==> src/hdl/iwd_pkg.sv <==
// Shared constants for the I/O port watchdog timer.
package iwd_pkg;

    // ****************************************
    // I/O port map
    // ****************************************
    localparam logic [15:0] IWD_ARM_PORT = 16'h0443;
    localparam logic [15:0] IWD_DISARM_PORT = 16'h0441;
    localparam int IWD_IO_WIDTH = 16;

    // ****************************************
    // Interval code layout
    // ****************************************
    localparam int IWD_CODE_LSB = 0;
    localparam int IWD_CODE_WIDTH = 4;
    localparam logic [3:0] IWD_CODE_MAX = 4'hF;
    localparam int IWD_STEP_S = 2;
    localparam int IWD_MAX_S = 30;
    localparam int IWD_SEC_WIDTH = 5;

    // ****************************************
    // Timing
    // ****************************************
    localparam int IWD_CLK_PERIOD_NS = 4;
    localparam int IWD_NS_PER_S = 32'h3B9A_CA00;
    localparam int IWD_CYCLES_PER_S = IWD_NS_PER_S / IWD_CLK_PERIOD_NS;
    localparam int IWD_RST_PULSE_NS = 32'h0000_03E8;
    localparam int IWD_RST_PULSE_CYCLES =
        (IWD_RST_PULSE_NS + IWD_CLK_PERIOD_NS - 1) / IWD_CLK_PERIOD_NS;

    // ****************************************
    // States
    // ****************************************
    typedef enum logic [1:0] {
        IWD_IDLE = 2'b00,
        IWD_RUN = 2'b01,
        IWD_FIRE = 2'b10
    } iwd_state_t;

endpackage

==> src/hdl/iwd_tick.sv <==
// One-second tick generator that restarts on request.
`timescale 1ns/1ps
`default_nettype none
module iwd_tick #(
    parameter int CYCLES = iwd_pkg::IWD_CYCLES_PER_S
) (
    input wire logic clk_in,
    input wire logic rst_n_in,
    input wire logic clear_in,
    output logic tick_out
);
    generate
        if (CYCLES < 1) begin : g_bad
            $error("iwd_tick: CYCLES must be at least one");
        end
    endgenerate

    logic [31:0] cnt_q;
    logic [31:0] cnt_d;
    logic tick_q;
    logic tick_d;

    always_comb begin
        cnt_d = cnt_q + 32'h0000_0001;
        tick_d = 1'b0;
        if (clear_in) begin
            cnt_d = 32'h0000_0000;
        end else if (cnt_q == 32'(CYCLES - 1)) begin
            cnt_d = 32'h0000_0000;
            tick_d = 1'b1;
        end
    end

    always_ff @(posedge clk_in) begin
        if (!rst_n_in) begin
            cnt_q <= 32'h0000_0000;
            tick_q <= 1'b0;
        end else begin
            cnt_q <= cnt_d;
            tick_q <= tick_d;
        end
    end

    assign tick_out = tick_q;
endmodule
`default_nettype wire

==> src/hdl/iwd_top.sv <==
// I/O port watchdog timer: arm, disarm and system reset generation.
// What this block does
// - Expired armed interval asserts system reset.
// - Arm port write enables with written code.
// - Any write to disarm port stops watchdog.
// - Code F is 0 s, each step down +2 s.
// - Interval error stays within twenty percent.
`timescale 1ns/1ps
`default_nettype none
module iwd_top #(
    parameter int CYCLES_PER_S = iwd_pkg::IWD_CYCLES_PER_S,
    parameter int RST_PULSE_CYCLES = iwd_pkg::IWD_RST_PULSE_CYCLES
) (
    input wire logic clk_in,
    input wire logic rst_n_in,
    input wire logic [15:0] io_addr_in,
    input wire logic [15:0] io_data_in,
    input wire logic io_wr_n_in,
    output logic sys_rst_n_out,
    output logic armed_out,
    output logic [4:0] secs_left_out
);
    // ****************************************
    // Local widths
    // ****************************************
    // The pulse counter is sized for a microsecond class pulse at any sane
    // clock; a much longer pulse needs a wider counter.
    localparam int PULSE_W = 16;
    localparam int PULSE_MAX = (1 << PULSE_W) - 1;
    localparam int SEC_W = iwd_pkg::IWD_SEC_WIDTH;

    // ****************************************
    // Elaboration checks
    // ****************************************
    generate
        if (CYCLES_PER_S < 1) begin : g_bad_sec
            $error("iwd_top: CYCLES_PER_S must be at least one");
        end
        if (RST_PULSE_CYCLES < 1 || RST_PULSE_CYCLES > PULSE_MAX) begin : g_bad_pulse
            $error("iwd_top: RST_PULSE_CYCLES does not fit the pulse counter");
        end
        if (iwd_pkg::IWD_CODE_LSB + iwd_pkg::IWD_CODE_WIDTH >
                iwd_pkg::IWD_IO_WIDTH) begin : g_bad_code
            $error("iwd_top: interval code field lies outside the I/O word");
        end
        if (iwd_pkg::IWD_MAX_S >= (1 << SEC_W)) begin : g_bad_secw
            $error("iwd_top: longest interval does not fit the seconds counter");
        end
        if (iwd_pkg::IWD_MAX_S != int'(iwd_pkg::IWD_CODE_MAX) * iwd_pkg::IWD_STEP_S) begin : g_bad_tab
            $error("iwd_top: interval table does not end at the longest interval");
        end
        if (SEC_W != $bits(secs_left_out)) begin : g_bad_port
            $error("iwd_top: seconds width must match the status port");
        end
    endgenerate

    // ****************************************
    // Bus pin synchronisers
    // ****************************************
    // The host bus is asynchronous, so address and data pass two and the strobe three
    // flops. A write is taken on the falling edge of the synchronised strobe;
    // the bus holds address and data well beyond the strobe edge, which
    // covers the skew between the bit synchronisers.
    // The strobe flops reset high, the idle level of the pin, so releasing
    // reset never looks like a falling strobe.
    logic [15:0] addr_s1_q, addr_s2_q, addr_s1_d, addr_s2_d;
    logic [15:0] data_s1_q, data_s2_q, data_s1_d, data_s2_d;
    logic wr_s1_q, wr_s2_q, wr_s3_q, wr_s1_d, wr_s2_d, wr_s3_d;

    always_comb begin
        addr_s1_d = io_addr_in;
        addr_s2_d = addr_s1_q;
        data_s1_d = io_data_in;
        data_s2_d = data_s1_q;
        wr_s1_d = io_wr_n_in;
        wr_s2_d = wr_s1_q;
        wr_s3_d = wr_s2_q;
    end

    always_ff @(posedge clk_in) begin
        if (!rst_n_in) begin
            addr_s1_q <= 16'h0000;
            addr_s2_q <= 16'h0000;
            data_s1_q <= 16'h0000;
            data_s2_q <= 16'h0000;
            wr_s1_q <= 1'b1;
            wr_s2_q <= 1'b1;
            wr_s3_q <= 1'b1;
        end else begin
            addr_s1_q <= addr_s1_d;
            addr_s2_q <= addr_s2_d;
            data_s1_q <= data_s1_d;
            data_s2_q <= data_s2_d;
            wr_s1_q <= wr_s1_d;
            wr_s2_q <= wr_s2_d;
            wr_s3_q <= wr_s3_d;
        end
    end

    // ****************************************
    // Write decode
    // ****************************************
    logic wr_take;
    logic arm_wr;
    logic disarm_wr;
    logic [3:0] code;
    logic [4:0] load_secs;

    assign wr_take = wr_s3_q && !wr_s2_q;
    assign arm_wr = wr_take && (addr_s2_q == iwd_pkg::IWD_ARM_PORT);
    assign disarm_wr = wr_take && (addr_s2_q == iwd_pkg::IWD_DISARM_PORT);
    // Bits above the code field are ignored.
    assign code = data_s2_q[iwd_pkg::IWD_CODE_LSB +: iwd_pkg::IWD_CODE_WIDTH];
    // Code F maps to zero seconds and each lower code adds one step.
    assign load_secs = 5'((iwd_pkg::IWD_CODE_MAX - code) * iwd_pkg::IWD_STEP_S);

    // ****************************************
    // Seconds base
    // ****************************************
    // The base restarts on every arm so the first second is whole; the
    // interval then runs two clock cycles over the whole seconds, far inside the tolerance.
    logic sec_tick;

    iwd_tick #(
        .CYCLES(CYCLES_PER_S)
    ) u_tick (
        .clk_in(clk_in),
        .rst_n_in(rst_n_in),
        .clear_in(arm_wr),
        .tick_out(sec_tick)
    );

    // ****************************************
    // Watchdog state machine
    // ****************************************
    iwd_pkg::iwd_state_t state_q, state_d;
    logic [4:0] secs_q, secs_d;
    logic [PULSE_W-1:0] pulse_q, pulse_d;
    logic sys_rst_n_q, sys_rst_n_d;
    logic armed_q, armed_d;

    always_comb begin
        state_d = state_q;
        secs_d = secs_q;
        pulse_d = pulse_q;
        sys_rst_n_d = 1'b1;
        case (state_q)
            iwd_pkg::IWD_IDLE: begin
                // A disarm while idle has nothing to stop and is dropped.
                if (arm_wr) begin
                    state_d = iwd_pkg::IWD_RUN;
                    secs_d = load_secs;
                end
            end
            iwd_pkg::IWD_RUN: begin
                // Disarm is tested first so that a service write landing in the
                // last cycle still stops the pulse; arm and disarm never meet in
                // one cycle because both come from the one strobe.
                if (disarm_wr) begin
                    state_d = iwd_pkg::IWD_IDLE;
                    secs_d = 5'h00;
                end else if (arm_wr) begin
                    secs_d = load_secs;
                end else if (secs_q == 5'h00) begin
                    state_d = iwd_pkg::IWD_FIRE;
                    pulse_d = 16'(RST_PULSE_CYCLES - 1);
                    sys_rst_n_d = 1'b0;
                end else if (sec_tick) begin
                    secs_d = secs_q - 5'h01;
                end
            end
            iwd_pkg::IWD_FIRE: begin
                // The pulse runs to its end; host writes are meaningless while
                // the system is being reset.
                // After the pulse the block is disarmed, so software must arm it
                // again once the system is back.
                sys_rst_n_d = 1'b0;
                if (pulse_q == 16'h0000) begin
                    state_d = iwd_pkg::IWD_IDLE;
                    sys_rst_n_d = 1'b1;
                end else begin
                    pulse_d = pulse_q - 16'h0001;
                end
            end
            default: begin
                // An unknown state code drops back to idle without a pulse.
                state_d = iwd_pkg::IWD_IDLE;
                secs_d = 5'h00;
                pulse_d = 16'h0000;
            end
        endcase
        // The status pin is registered from the next state, so it moves on
        // the same edge as the state itself.
        armed_d = (state_d == iwd_pkg::IWD_RUN);
    end

    always_ff @(posedge clk_in) begin
        if (!rst_n_in) begin
            state_q <= iwd_pkg::IWD_IDLE;
            secs_q <= 5'h00;
            pulse_q <= 16'h0000;
            sys_rst_n_q <= 1'b1;
            armed_q <= 1'b0;
        end else begin
            state_q <= state_d;
            secs_q <= secs_d;
            pulse_q <= pulse_d;
            sys_rst_n_q <= sys_rst_n_d;
            armed_q <= armed_d;
        end
    end

    // ****************************************
    // Outputs
    // ****************************************
    // The seconds count reads zero while idle and while the pulse runs, so
    // software cannot mistake a spent interval for a running one.
    assign sys_rst_n_out = sys_rst_n_q;
    assign armed_out = armed_q;
    assign secs_left_out = secs_q;
endmodule
`default_nettype wire

==> config.mk <==
export PLATFORM = sky130hd
export DESIGN_NAME = iwd_top
export DESIGN_NICKNAME = d
export VERILOG_FILES = /design/src/hdl/iwd_pkg.sv /design/src/hdl/iwd_tick.sv /design/src/hdl/iwd_top.sv
export SDC_FILE = /design/constraint.sdc
export NUM_CORES = 1
export LEC_CHECK = 0
export ABC_AREA = 0
export BUFFER_PORTS_ARGS = -buffer_cell sky130_fd_sc_hd__buf_2
export CAP_MARGIN = 0
export CELL_PAD_IN_SITES_DETAIL_PLACEMENT = 0
export CELL_PAD_IN_SITES_GLOBAL_PLACEMENT = 1
export CORE_UTILIZATION = 45
export CTS_BUF_LIST = sky130_fd_sc_hd__clkbuf_16
export DETAILED_ROUTE_END_ITERATION = 10
export GPL_ROUTABILITY_DRIVEN = 0
export GPL_TIMING_DRIVEN = 1
export PLACE_DENSITY_LB_ADDON = 0.1
export SLEW_MARGIN = 20
export SYNTH_ARGS = -nofsm -noshare
export SYNTH_HDL_FRONTEND = slang
export SYNTH_SLANG_ARGS = --single-unit
==> constraint.sdc <==
create_clock -name clk_in -period 6.45 [get_ports clk_in]
set_input_delay 0.3225 -clock clk_in [delete_from_list [all_inputs] [get_ports clk_in]]
set_output_delay 0.3225 -clock clk_in [all_outputs]
set_load 0.01 [all_outputs]
* After elaboration in Yosys (flattened, before gate mapping)
Index checks and enable logic that the tools add are counted.
** Storage, ports and cells
- Output and inout bits :: 7
- Bits of input ports :: 35
- Register bits after elaboration :: 101
- Logic and storage cells :: 68
** Operators by class
- Reduce and logical (&&, ||, !) cells :: 11
- Bitwise gates (word level) :: 3
- Add/sub/neg operators :: 4
- Equality and inequality tests :: 13
- Multiplexer cells :: 23
** Operators with widths (count)
- $mux 16 :: 4
- $pmux 16 s3 :: 1
- $add 32x1->32 const B :: 1
- $eq 16x11->1 const B :: 2
- $eq 32x28->1 const B :: 1
- $mux 5 :: 5
- $logic_not 16->1 :: 1
- $sub 16x1->16 const B :: 1
- $pmux 5 s3 :: 1
- $mux 2 :: 5
- $ne 2x2->1 const B :: 5
- $pmux 2 s3 :: 1
- $logic_not 5->1 :: 1
- $mux 1 :: 5
- $reduce_and 5->1 :: 1
- $sub 5x1->5 const B :: 1
- $eq 2x1->1 const B :: 2
- $ne 4x3->1 const B :: 1
- $ne 4x4->1 const B :: 1
- $reduce_and 4->1 :: 1
- $sub 4x4->4 const A :: 1
- $logic_and 1x1->1 :: 3
- $not 1->1 :: 3
- $reduce_or 3->1 :: 1
- 5 further kinds :: 5

* Logic depth before layout (Yosys ltp)
Gate-level depths: netlist of run 1.
- Depth after elaboration :: 7
- Mapped depth :: 10
- Mapped depth without buffers :: 8

* Modules after synthesis
Synthesis of run 1 repeated with hierarchy kept, for this count alone.
** Unflattened totals
- Cells, all modules :: 494
- Area, all modules :: 4399.2 um2
** Modules (own cells, without submodules)
- iwd_top :: cells each 320, sequential area each 1361.3 um2, times used 1, area each 2906.5 um2
- iwd_tick :: cells each 174, sequential area each 660.6 um2, times used 1, area each 1492.7 um2

* Worst setup path before layout of run 1
Ideal clock, no wire load.
- Kind :: reg-to-reg
- Start :: register secs_q[0] (netlist: secs_left_out[0])
- End :: register pulse_q[7]
- Cell stages (with the launch flop) :: 10
- Period minus slack after synthesis :: 2.301 ns
- Arrival time :: 2.185 ns
- Setup time :: 0.116 ns
- Slack :: 4.149 ns
- Buffers on the path :: 1
- Required time :: 6.334 ns
- Cell sequence :: dfxtp_1 -> inv_1 -> ha_1 -> or4b_4 -> and2_1 -> a311o_1 -> nand2b_4 -> buf_6 -> a221o_1 -> o211a_1
** Between the ends
- Longest elaborated chain between the ends :: 3
** Ends and longest elaborated chain
- start: declaration :: RTL line iwd_top.sv:137 : logic [4:0] secs_q, secs_d;
- start signal: assignment :: RTL line iwd_top.sv:206 : secs_q <= secs_d;
- $logic_not 5->1 :: RTL line iwd_top.sv:164 : end else if (secs_q == 5'h00) begin
- $ne 2x2->1 (no line)
- $reduce_and 5->1 (no line)
- end signal: assignment :: RTL line iwd_top.sv:207 : pulse_q <= pulse_d;
- end: declaration :: RTL line iwd_top.sv:138 : logic [PULSE_W-1:0] pulse_q, pulse_d;
Every way passes these cells.
A chain may end at the register's enable or synchronous reset.

* Worst setup path in the final report of run 1
- Start :: register secs_q[0] (netlist: secs_left_out[0])
- End :: register pulse_q[9]
Same word-level chain as after synthesis.

==> metrics.txt, run 1 <==
Setup CP Type reg -> reg; max-cap violations 0; drt pass-1 iters 4; TritonCTS buffer count 9; WL final 8.30 mm; Yosys warning count 0; RSZ-0062 raised after global routing false; port bufs 29; layout cells sized above 1 0.105; CP endpoint kind flop; GRT met2 Usage 0.278; busiest grt layer met2; WHS 162 ps; fmax 358 MHz; met3 Use GR 0.0478; Clock transition at path regs 80 ps; CTS Hold Bufs 0; Iteration-0 DRC Markers 126; TritonCTS clock tree built; Synth Flop Type dfxtp_1; Post-synth EDFFs 0; clock root buffer master clkbuf_16; final period utilization 0.434; critical path required time 6700 ps; Synth-to-Final Area Change 11.8%; CP bufs+invs 1; syn nets 536; Setup Skew 9.07 ps; Crit-path slowest cell nor2b_1; Period minus WS final 2800 ps; Hold Crit Class in -> reg; Worst EP arrival 3040 ps; Setup Total Neg Slack 0 ps; Longest Clk Path Bufs 2; relative max-transition margin 0.459; CTS resizes 0; gr usage total 0.179; via-per-instance ratio 5.08; clk_lat worst skew 350 ps; Final Max Slew Viols 0; fillers 869; nets 553; PwrDens 249 mW/mm^2; worst path cell trace inv_1, ha_1, or4b_4, and2_1, a311o_1, nor2b_1, a21oi_1, a41o_1; DP HPWL 5.63 mm; pin count of the biggest net entering global routing 77; Worst VDD drop 0.145 mV; first-pass GRT wire length 13.9 mm; run status completed; drt drc 0; Core ar. 0.00924 sq mm; routed len/inst 12.9 um; post-synthesis sequential area ratio 0.472; leak pwr 1.80 nW; CTS H-tree lvls 3; Cells after Synth 493; GRT overflow 0; CP max stage delay 670 ps; Yosys cell types 49; initial antenna violation count 0; Initial Util 0.464; Synth Cell Area 0.00429 sq mm; #FFs+latches synth 101; diodes inserted 0; async set-reset flop share out of synthesis 0; leading cell type in the layout, fill and taps excluded dfxtp_1; CTS sink count 101; Final ANT Viol Nets 0; vias in the first global route 2956; DIE WIDTH 99.6 um; Die Height 99.6 um; via count 3269; Setup Buffers After CTS 0; Fin. Hold Viols 0; Top delay family on crit path simple AND/OR/NAND/NOR gates; DIE AREA 0.00992 sq mm; # rows 35; startpoint types flop; worst-margin pin slew 809 ps; crit path max fanout 9; # IOs 42; most frequent cells in the layout 101 x dfxtp_1, 62 x nor2_1, 42 x and2_1; setup violators final 0; syn avg cell area 8.70 sq um; met1 GRT Util 0.231
## routing by layer
layer	part of all wire	wire length (um)
met5	0	0
met4	0.024	199
met3	0.032	266
met2	0.45	3740
met1	0.49	4080
## registers in the layout, indices dropped and copies added (netlist names)
| register | cells |
|---|---|
| secs_left_out | 5 |
| addr_s1_q | 16 |
| sys_rst_n_out | 1 |
| wr_s1_q | 1 |
| u_tick.tick_out | 1 |
| state_q | 2 |
| wr_s2_q | 1 |
| addr_s2_q | 16 |
| pulse_q | 16 |
| data_s2_q | 4 |
| data_s1_q | 4 |
| wr_s3_q | 1 |
| armed_out | 1 |
| u_tick.cnt_q | 32 |
## area by class of cell
cell class / count / area [sq um] / share of cell area
Multi-Input combinational cell: 347 / 2080 / 0.434
Clock buffer: 9 / 225 / 0.0470
Clock inverter: 7 / 70.1 / 0.0146
Tap cell: 129 / 161 / 0.0337
Timing Repair Buffer: 31 / 160 / 0.0334
Inverter: 20 / 75.1 / 0.0157
Sequential cell: 101 / 2020 / 0.422
## Yosys cell counts, types with 7 or more instances
library cell / n / area share
dfxtp_1: 101 / 0.47
nor2_1: 62 / 0.054
and2_1: 42 / 0.061
nand2_1: 38 / 0.033
nor3_1: 23 / 0.027
xnor2_1: 22 / 0.045
clkbuf_1: 21 / 0.018
inv_1: 20 / 0.018
a21oi_1: 19 / 0.022
nand3_1: 16 / 0.019
xor2_1: 13 / 0.027
nor4_1: 12 / 0.018
o21ai_0: 12 / 0.014
nand2b_1: 11 / 0.016
nand4_1: 9 / 0.013
ha_1: 8 / 0.023
o211ai_1: 8 / 0.014
a31oi_1: 7 / 0.010
## logic make-up after synthesis
kind of cell             share of synthesized area
XOR/XNOR                                    0.0715
adder cells (fa/ha/maj)                     0.0233
flip-flops                                   0.472
buffers and inverters                       0.0432
multiplexers                               0.00233
AO/OA/AOI/OAI                               0.0980
AND/OR/NAND/NOR                              0.290
## stage by stage
stage	instances	power [W]	setup slack [ps]	area (sq um)	utilization
6_report	644	0.00120	3650	4790	0.519
2_1_floorplan	493	0.000677	4150	4290	-
3_5_place_dp	628	0.000689	3700	4500	0.487
4_1_cts	644	0.00121	3680	4790	0.519
5_1_grt	644	0.00125	3450	4790	0.519
3_3_place_gp	628	0.000688	3740	4500	0.487
## worst reg2reg max path, stage by stage (launching register included)
cell     delay [ps]
dfxtp_1         350
inv_1            90
ha_1            140
or4b_4          470
and2_1          190
a311o_1         420
nor2b_1         670
a21oi_1         150
a41o_1          230
## worst paths after layout
check	from	cells after the start	slack, ps	to
setup / recovery	secs_left_out[0]	8	3650	pulse_q[9]
hold / removal	io_wr_n_in	2	160	wr_s1_q
setup reg to reg	secs_left_out[0]	8	3650	pulse_q[9]
hold reg to reg	wr_s1_q	1	410	wr_s2_q
## power breakdown
part | internal, W | total (W) | switching [W]
Combinational | 0.0000153 | 0.0000317 | 0.0000164
Sequential | 0.000637 | 0.000642 | 0.00000484
Clock | 0.000271 | 0.000522 | 0.000251
Power figures use the tool's default switching activity.
==> run 2, diff against run 1 <==
--- a/config.mk
+++ b/config.mk
@@ -10,7 +10,7 @@
 export CAP_MARGIN = 0
 export CELL_PAD_IN_SITES_DETAIL_PLACEMENT = 0
 export CELL_PAD_IN_SITES_GLOBAL_PLACEMENT = 1
-export CORE_UTILIZATION = 45
+export CORE_UTILIZATION = 44
 export CTS_BUF_LIST = sky130_fd_sc_hd__clkbuf_16
 export DETAILED_ROUTE_END_ITERATION = 10
 export GPL_ROUTABILITY_DRIVEN = 0
==> constraint.sdc (replaced) <==
create_clock -name clk_in -period 2.8 [get_ports clk_in]
set_input_delay 0.14 -clock clk_in [delete_from_list [all_inputs] [get_ports clk_in]]
set_output_delay 0.14 -clock clk_in [all_outputs]
set_load 0.01 [all_outputs]
==> run 2 against run 1 <==
Fmax grew 15%. First-iteration DRC count is 1.6% lower. Core utilization is 2.2 points higher. Register-to-register slack worse by 3300 ps. Combinational power rose to 3.0 times the previous value. Cell count increased by 3.7%. Sequential share of layout area down 2.1 points. Clock skew down 2.4 ps. Sequential power rose by 130%. Critical path type unchanged. Via count increased by 1.9%. Count of clock-buffer cells in the layout stayed put. Critical path depth unchanged.
==> metrics.txt, run 2 (same netlist as run 1, synthesis figures left out) <==
Core ar. 0.00933 sq mm (was 0.00924 sq mm); Final ANT Viol Nets 0 (unchanged); Worst EP arrival 2680 ps (was 3040 ps); busiest grt layer met2 (unchanged); relative max-transition margin 0.540 (was 0.459); fillers 902 (was 869); Setup CP Type reg -> reg (unchanged); FF-to-FF setup slack 360 ps (was 3650 ps); RSZ-0062 raised after global routing false (unchanged); critical path required time 3050 ps (was 6700 ps); met3 Use GR 0.0458 (was 0.0478); Top delay family on crit path simple AND/OR/NAND/NOR gates (unchanged); max-cap violations 0 (unchanged); Clock transition at path regs 80 ps (about the same); Biggest register u_tick.cnt_q (unchanged); drt pass-1 iters 4 (unchanged); non-filler cells, final 668 (was 644); pin count of the biggest net entering global routing 47 (was 77); worst r2r path cells 8 (unchanged); final period utilization 0.871 (was 0.434); DIE WIDTH 101 um (was 99.6 um); initial antenna violation count 0 (unchanged); TritonCTS buffer count 9 (unchanged); GRT overflow 0 (unchanged); GRT met2 Usage 0.295 (was 0.278); gr usage total 0.181 (was 0.179); Fin. Hold Viols 0 (unchanged); Crit-path slowest cell or4b_4 (was nor2b_1); Period minus WS final 2440 ps (was 2800 ps); most frequent cells in the layout 101 x dfxtp_1, 62 x nor2_1, 42 x and2_1 (unchanged); R2R Path End pulse_q[7] (was pulse_q[9]); drt drc 0 (unchanged); min-delay src io_addr_in[9] (was io_wr_n_in); DIE AREA 0.0101 sq mm (was 0.00992 sq mm); Worst Hold Path EP addr_s1_q[9] (was wr_s1_q); fmax 410 MHz (was 358 MHz); CP bufs+invs 1 (unchanged); PwrDens 571 mW/mm^2 (was 249 mW/mm^2); CTS resizes 0 (unchanged); clk_lat worst skew 350 ps (about the same); placed instance count 633 (was 628); first-pass GRT wire length 14.3 mm (was 13.9 mm); crit path max fanout 18 (was 9); Setup Skew 6.68 ps (was 9.07 ps); max FFs per register 32 (unchanged); CTS H-tree lvls 3 (unchanged); routed len/inst 12.7 um (was 12.9 um); met1 GRT Util 0.232 (was 0.231); leak pwr 1.92 nW (was 1.80 nW); port bufs 29 (unchanged); nets 577 (was 553); # IOs 42 (unchanged); leading cell type in the layout, fill and taps excluded dfxtp_1 (unchanged); worst-margin pin slew 691 ps (was 809 ps); Die Height 101 um (was 99.6 um); setup violators final 0 (unchanged); Iteration-0 DRC Markers 124 (was 126); Synth-to-Final Area Change 17.6% (was 11.8%); CTS sink count 101 (unchanged); WL final 8.49 mm (was 8.30 mm); worst path cell trace inv_1, ha_1, or4b_4, and2_1, a311o_1, nand2b_4, a221o_1, o211a_1 (was inv_1, ha_1, or4b_4, and2_1, a311o_1, nor2b_1, a21oi_1, a41o_1); FF-to-FF Start secs_left_out[0] (unchanged); run status completed (unchanged); vias in the first global route 3014 (was 2956); Initial Util 0.460 (was 0.464); CP max stage delay 470 ps (was 670 ps); Final Max Slew Viols 0 (unchanged); Longest Clk Path Bufs 2 (unchanged); via-per-instance ratio 4.99 (was 5.08); layout cells sized above 1 0.111 (was 0.105); # rows 35 (unchanged); Tot Pwr 0.00288 W (was 0.00120 W); clock root buffer master clkbuf_16 (unchanged); diodes inserted 0 (unchanged); Worst VDD drop 0.413 mV (was 0.145 mV); CP endpoint kind flop (unchanged); Hold Crit Class in -> reg (unchanged); via count 3330 (was 3269); Setup Total Neg Slack 0 ps (unchanged); TritonCTS clock tree built (unchanged); DP HPWL 5.78 mm (was 5.63 mm); startpoint types flop (unchanged); hold path cells 2 (unchanged)
[run 2: cell type report]
class | instances | area, sq um | area share
Inverter | 20 | 75.1 | 0.0149
Clock buffer | 9 | 225 | 0.0447
Sequential cell | 101 | 2020 | 0.401
Clock inverter | 7 | 88.8 | 0.0176
Timing Repair Buffer | 55 | 388 | 0.0769
Multi-Input combinational cell | 347 | 2080 | 0.413
Tap cell | 129 | 161 | 0.0320
[run 2: power by group]
group          internal, W  switching [W]  leakage, nW
sequential         0.00147      0.0000112        0.823
combinational    0.0000525      0.0000412        0.940
clock             0.000718       0.000588        0.152
total              0.00224       0.000640         1.92
[run 2: repair_timing]
item,in CTS,in global routing
endpoints found under the hold margin,19,0
setup buffers,0,0
hold buffers,19,0
[run 2: stage by stage]
step           setup slack (ps)  utilization  hold WS, ps  cell area [sq um]
6_report                    361        0.540         2.91               5040
5_1_grt                     262        0.540         5.46               5040
4_1_cts                     336        0.540         1.97               5040
3_5_place_dp                377        0.486          332               4540
3_3_place_gp                390        0.486          327               4540
2_1_floorplan               499            -          241               4290
[run 2: worst reg2reg max path: stages, from the launching register on]
cell and delay (ps):
dfxtp_1 340, inv_1 90, ha_1 140, or4b_4 470, and2_1 190, a311o_1 400
nand2b_4 280, a221o_1 310, o211a_1 130
[run 2: how the worst max path moves through the flow]
| stage | start | cells past startpoint | slack (ps) | end |
|---|---|---|---|---|
| global route | secs_left_out[0] | 8 | 260 | pulse_q[11] |
| global placement | secs_left_out[0] | 8 | 390 | pulse_q[7] |
| finish | secs_left_out[0] | 8 | 360 | pulse_q[7] |
| detailed placement | secs_left_out[0] | 8 | 380 | pulse_q[7] |
| CTS | secs_left_out[0] | 8 | 340 | pulse_q[7] |
| floorplan | secs_left_out[0] | 9 | 500 | pulse_q[7] |
[run 2: metal layers]
layer / vias to the layer above / wire length (um)
met1: 1510 / 4170
met3: 8 / 277
met2: 56 / 3920
li1: 1756 / -
met5: - / 0
met4: 0 / 123
==> run 3, diff against run 2 <==
--- a/config.mk
+++ b/config.mk
@@ -13,9 +13,10 @@
 export CORE_UTILIZATION = 44
 export CTS_BUF_LIST = sky130_fd_sc_hd__clkbuf_16
 export DETAILED_ROUTE_END_ITERATION = 10
-export GPL_ROUTABILITY_DRIVEN = 0
+export GPL_ROUTABILITY_DRIVEN = 1
 export GPL_TIMING_DRIVEN = 1
 export PLACE_DENSITY_LB_ADDON = 0.1
+export RECOVER_POWER = 100
 export SLEW_MARGIN = 20
 export SYNTH_ARGS = -nofsm -noshare
 export SYNTH_HDL_FRONTEND = slang
==> run 3 against run 2 <==
Via count hardly changed. Die area stayed put. Register-to-register slack lost 40 ps. Non-clock buffer count unchanged. Global-route usage stayed put. Clock power about the same. Clock skew shrank 0.71 ps. Critical path depth unchanged. Largest power group unchanged. The flow now finishes with violations (capacitance limit, slew limit). Sequential share of layout area rose by 0.29 points. Flip-flop and latch count did not move. Hold slack improved by 2.6 ps. Core utilization down 0.39 points.
==> metrics.txt, run 3 (same netlist as run 1, synthesis figures left out) <==
fillers 901 (was 902); FF-to-FF Start secs_left_out[0] (unchanged); max-cap violations 1 (was 0); CP endpoint kind flop (unchanged); gpl congestion 0.836; nets 577 (unchanged); # rows 35 (unchanged); CP max stage delay 490 ps (was 470 ps); critical path required time 3040 ps (was 3050 ps); startpoint types flop (unchanged); Sw Share 0.222 (about the same); Cell Int Power 0.00224 W (about the same); Top Layer Used met4 (unchanged); M1 wire length 4.16 mm (was 4.17 mm); Setup Buffers After CTS 0 (unchanged); diodes inserted 0 (unchanged); layout cells sized above 1 0.0853 (was 0.111); final period utilization 0.884 (was 0.871); Final Max Slew Viols 47 (was 0); pin count of the biggest net entering global routing 47 (unchanged); Sequential Power Share 0.514 (about the same); drt drc 0 (unchanged); CTS resizes 0 (unchanged); Worst EP arrival 2720 ps (was 2680 ps); crit path max fanout 18 (unchanged); via-per-instance ratio 4.98 (was 4.99); Tot Pwr 0.00288 W (about the same); via count 3328 (was 3330); vias in the first global route 3014 (unchanged); FF-to-FF setup slack 320 ps (was 360 ps); most frequent cells in the layout 101 x dfxtp_1, 62 x nor2_1, 38 x nand2_1 (was 101 x dfxtp_1, 62 x nor2_1, 42 x and2_1); Hold Crit Class in -> reg (unchanged); fmax 404 MHz (was 410 MHz); PwrDens 575 mW/mm^2 (was 571 mW/mm^2); initial antenna violation count 0 (unchanged); TritonCTS buffer count 9 (unchanged); Fin. Hold Viols 0 (unchanged); leak pwr 1.86 nW (was 1.92 nW); Logic pwr share 0.032 (was 0.033); Clock transition at path regs 70 ps (was 80 ps); worst-margin pin slew 1680 ps (was 691 ps); max FFs per register 32 (unchanged); routed len/inst 12.7 um (about the same); GRT overflow 0 (unchanged); RSZ-0062 raised after global routing false (unchanged); hold path cells 2 (unchanged); worst path cell trace inv_1, ha_1, or4b_1, and2_0, a311o_1, nand2b_4, a221o_1, o211a_1 (was inv_1, ha_1, or4b_4, and2_1, a311o_1, nand2b_4, a221o_1, o211a_1); Setup Total Neg Slack 0 ps (unchanged); Iteration-0 DRC Markers 121 (was 124); WL met2 3.91 mm (was 3.92 mm); Die Height 101 um (unchanged); Setup CP Type reg -> reg (unchanged); violated checks capacitance limit, slew limit; NetSw 0.000639 W (was 0.000640 W); drt pass-1 iters 4 (unchanged); Worst VDD drop 0.411 mV (was 0.413 mV); DIE AREA 0.0101 sq mm (unchanged); # IOs 42 (unchanged); clock root buffer master clkbuf_16 (unchanged); leading cell type in the layout, fill and taps excluded dfxtp_1 (unchanged); Synth-to-Final Area Change 16.7% (was 17.6%); WL final 8.48 mm (was 8.49 mm); Setup Skew 5.97 ps (was 6.68 ps); worst r2r path cells 8 (unchanged); clock power share 0.454 (about the same); min-delay src io_addr_in[9] (unchanged); Worst Hold Path EP addr_s1_q[9] (unchanged); clk_lat worst skew 350 ps (about the same); Crit-path slowest cell or4b_1 (was or4b_4); first-pass GRT wire length 14.3 mm (unchanged); gr usage total 0.181 (unchanged); Initial Util 0.460 (unchanged); Period minus WS final 2480 ps (was 2440 ps); DIE WIDTH 101 um (unchanged); CTS H-tree lvls 3 (unchanged); Core ar. 0.00933 sq mm (unchanged); DP HPWL 5.78 mm (unchanged); Final ANT Viol Nets 0 (unchanged); fin util 0.537 (was 0.540); relative max-transition margin -0.120 (was 0.540); CTS sink count 101 (unchanged); Longest Clk Path Bufs 2 (unchanged); port bufs 29 (unchanged); setup violators final 0 (unchanged); R2R Path End pulse_q[7] (unchanged); Biggest register u_tick.cnt_q (unchanged); met3 routed WL 289 um (was 277 um); TritonCTS clock tree built (unchanged); run status complete, but fails checks (was completed)
-- run 3: cell count changes in the layout (fill, tap and decap cells not counted), sizes merged --
cell,change
buf,-11
clkbuf,+11
-- run 3: routing by layer --
| metal | track usage | up-vias |
|---|---|---|
| met5 | 0 | - |
| met4 | 0.0702 | 0 |
| met3 | 0.0458 | 7 |
| met2 | 0.295 | 50 |
| met1 | 0.232 | 1514 |
| li1 | - | 1757 |
-- run 3: worst max-delay path, delay by kind of cell, from the launching register on --
kind	cells	cell delay (ps)
and+or+nand+nor	3	960
AOI/OAI and AO/OA	3	830
DFF	1	340
adders and majority gates	1	140
buffers and inverters	1	90
-- run 3: per-stage QoR --
step | instance area, sq um | instances | setup WS [ps] | hold WS [ps]
floorplan | 4290 | 493 | 499 | 241
finish | 5000 | 668 | 323 | 5.52
global route | 5000 | 668 | 185 | 14.7
global placement | 4540 | 633 | 390 | 327
detailed placement | 4540 | 633 | 377 | 332
CTS | 5040 | 668 | 336 | 1.97
-- run 3: cell type report --
type	instances	area (sq um)	share of cell area
repair buffers	55	367	0.0733
multi-input cells	347	2070	0.413
well taps	129	161	0.0323
clock inverters	7	88.8	0.0178
clock buffers	9	225	0.0450
flip-flops and latches	101	2020	0.404
inverters	20	75.1	0.0150
-- run 3: worst max path at each step --
stage                       endpoint  slack (ps)  depth (start not counted)        startpoint
CTS                       pulse_q[7]         340                          8  secs_left_out[0]
detailed placement        pulse_q[7]         380                          8  secs_left_out[0]
global route        secs_left_out[1]         180                          4          rst_n_in
global placement          pulse_q[7]         390                          8  secs_left_out[0]
floorplan                 pulse_q[7]         500                          9  secs_left_out[0]
finish                    pulse_q[7]         320                          8  secs_left_out[0]
-- run 3: power groups by stage --
stage	clock network, W	logic (W)	registers [W]
after floorplan	0	0.0000498	0.00151
after global placement	0	0.0000731	0.00151
after detailed placement	0	0.0000746	0.00151
after CTS	0.00134	0.0000950	0.00148
after global routing	0.00140	0.000105	0.00148
final	0.00130	0.0000927	0.00148
-- run 3: repair_timing --
action | in CTS | in global routing
hold buffers | 19 | 0
setup endpoints to repair | 0 | 0
endpoints found under the hold margin | 19 | 0
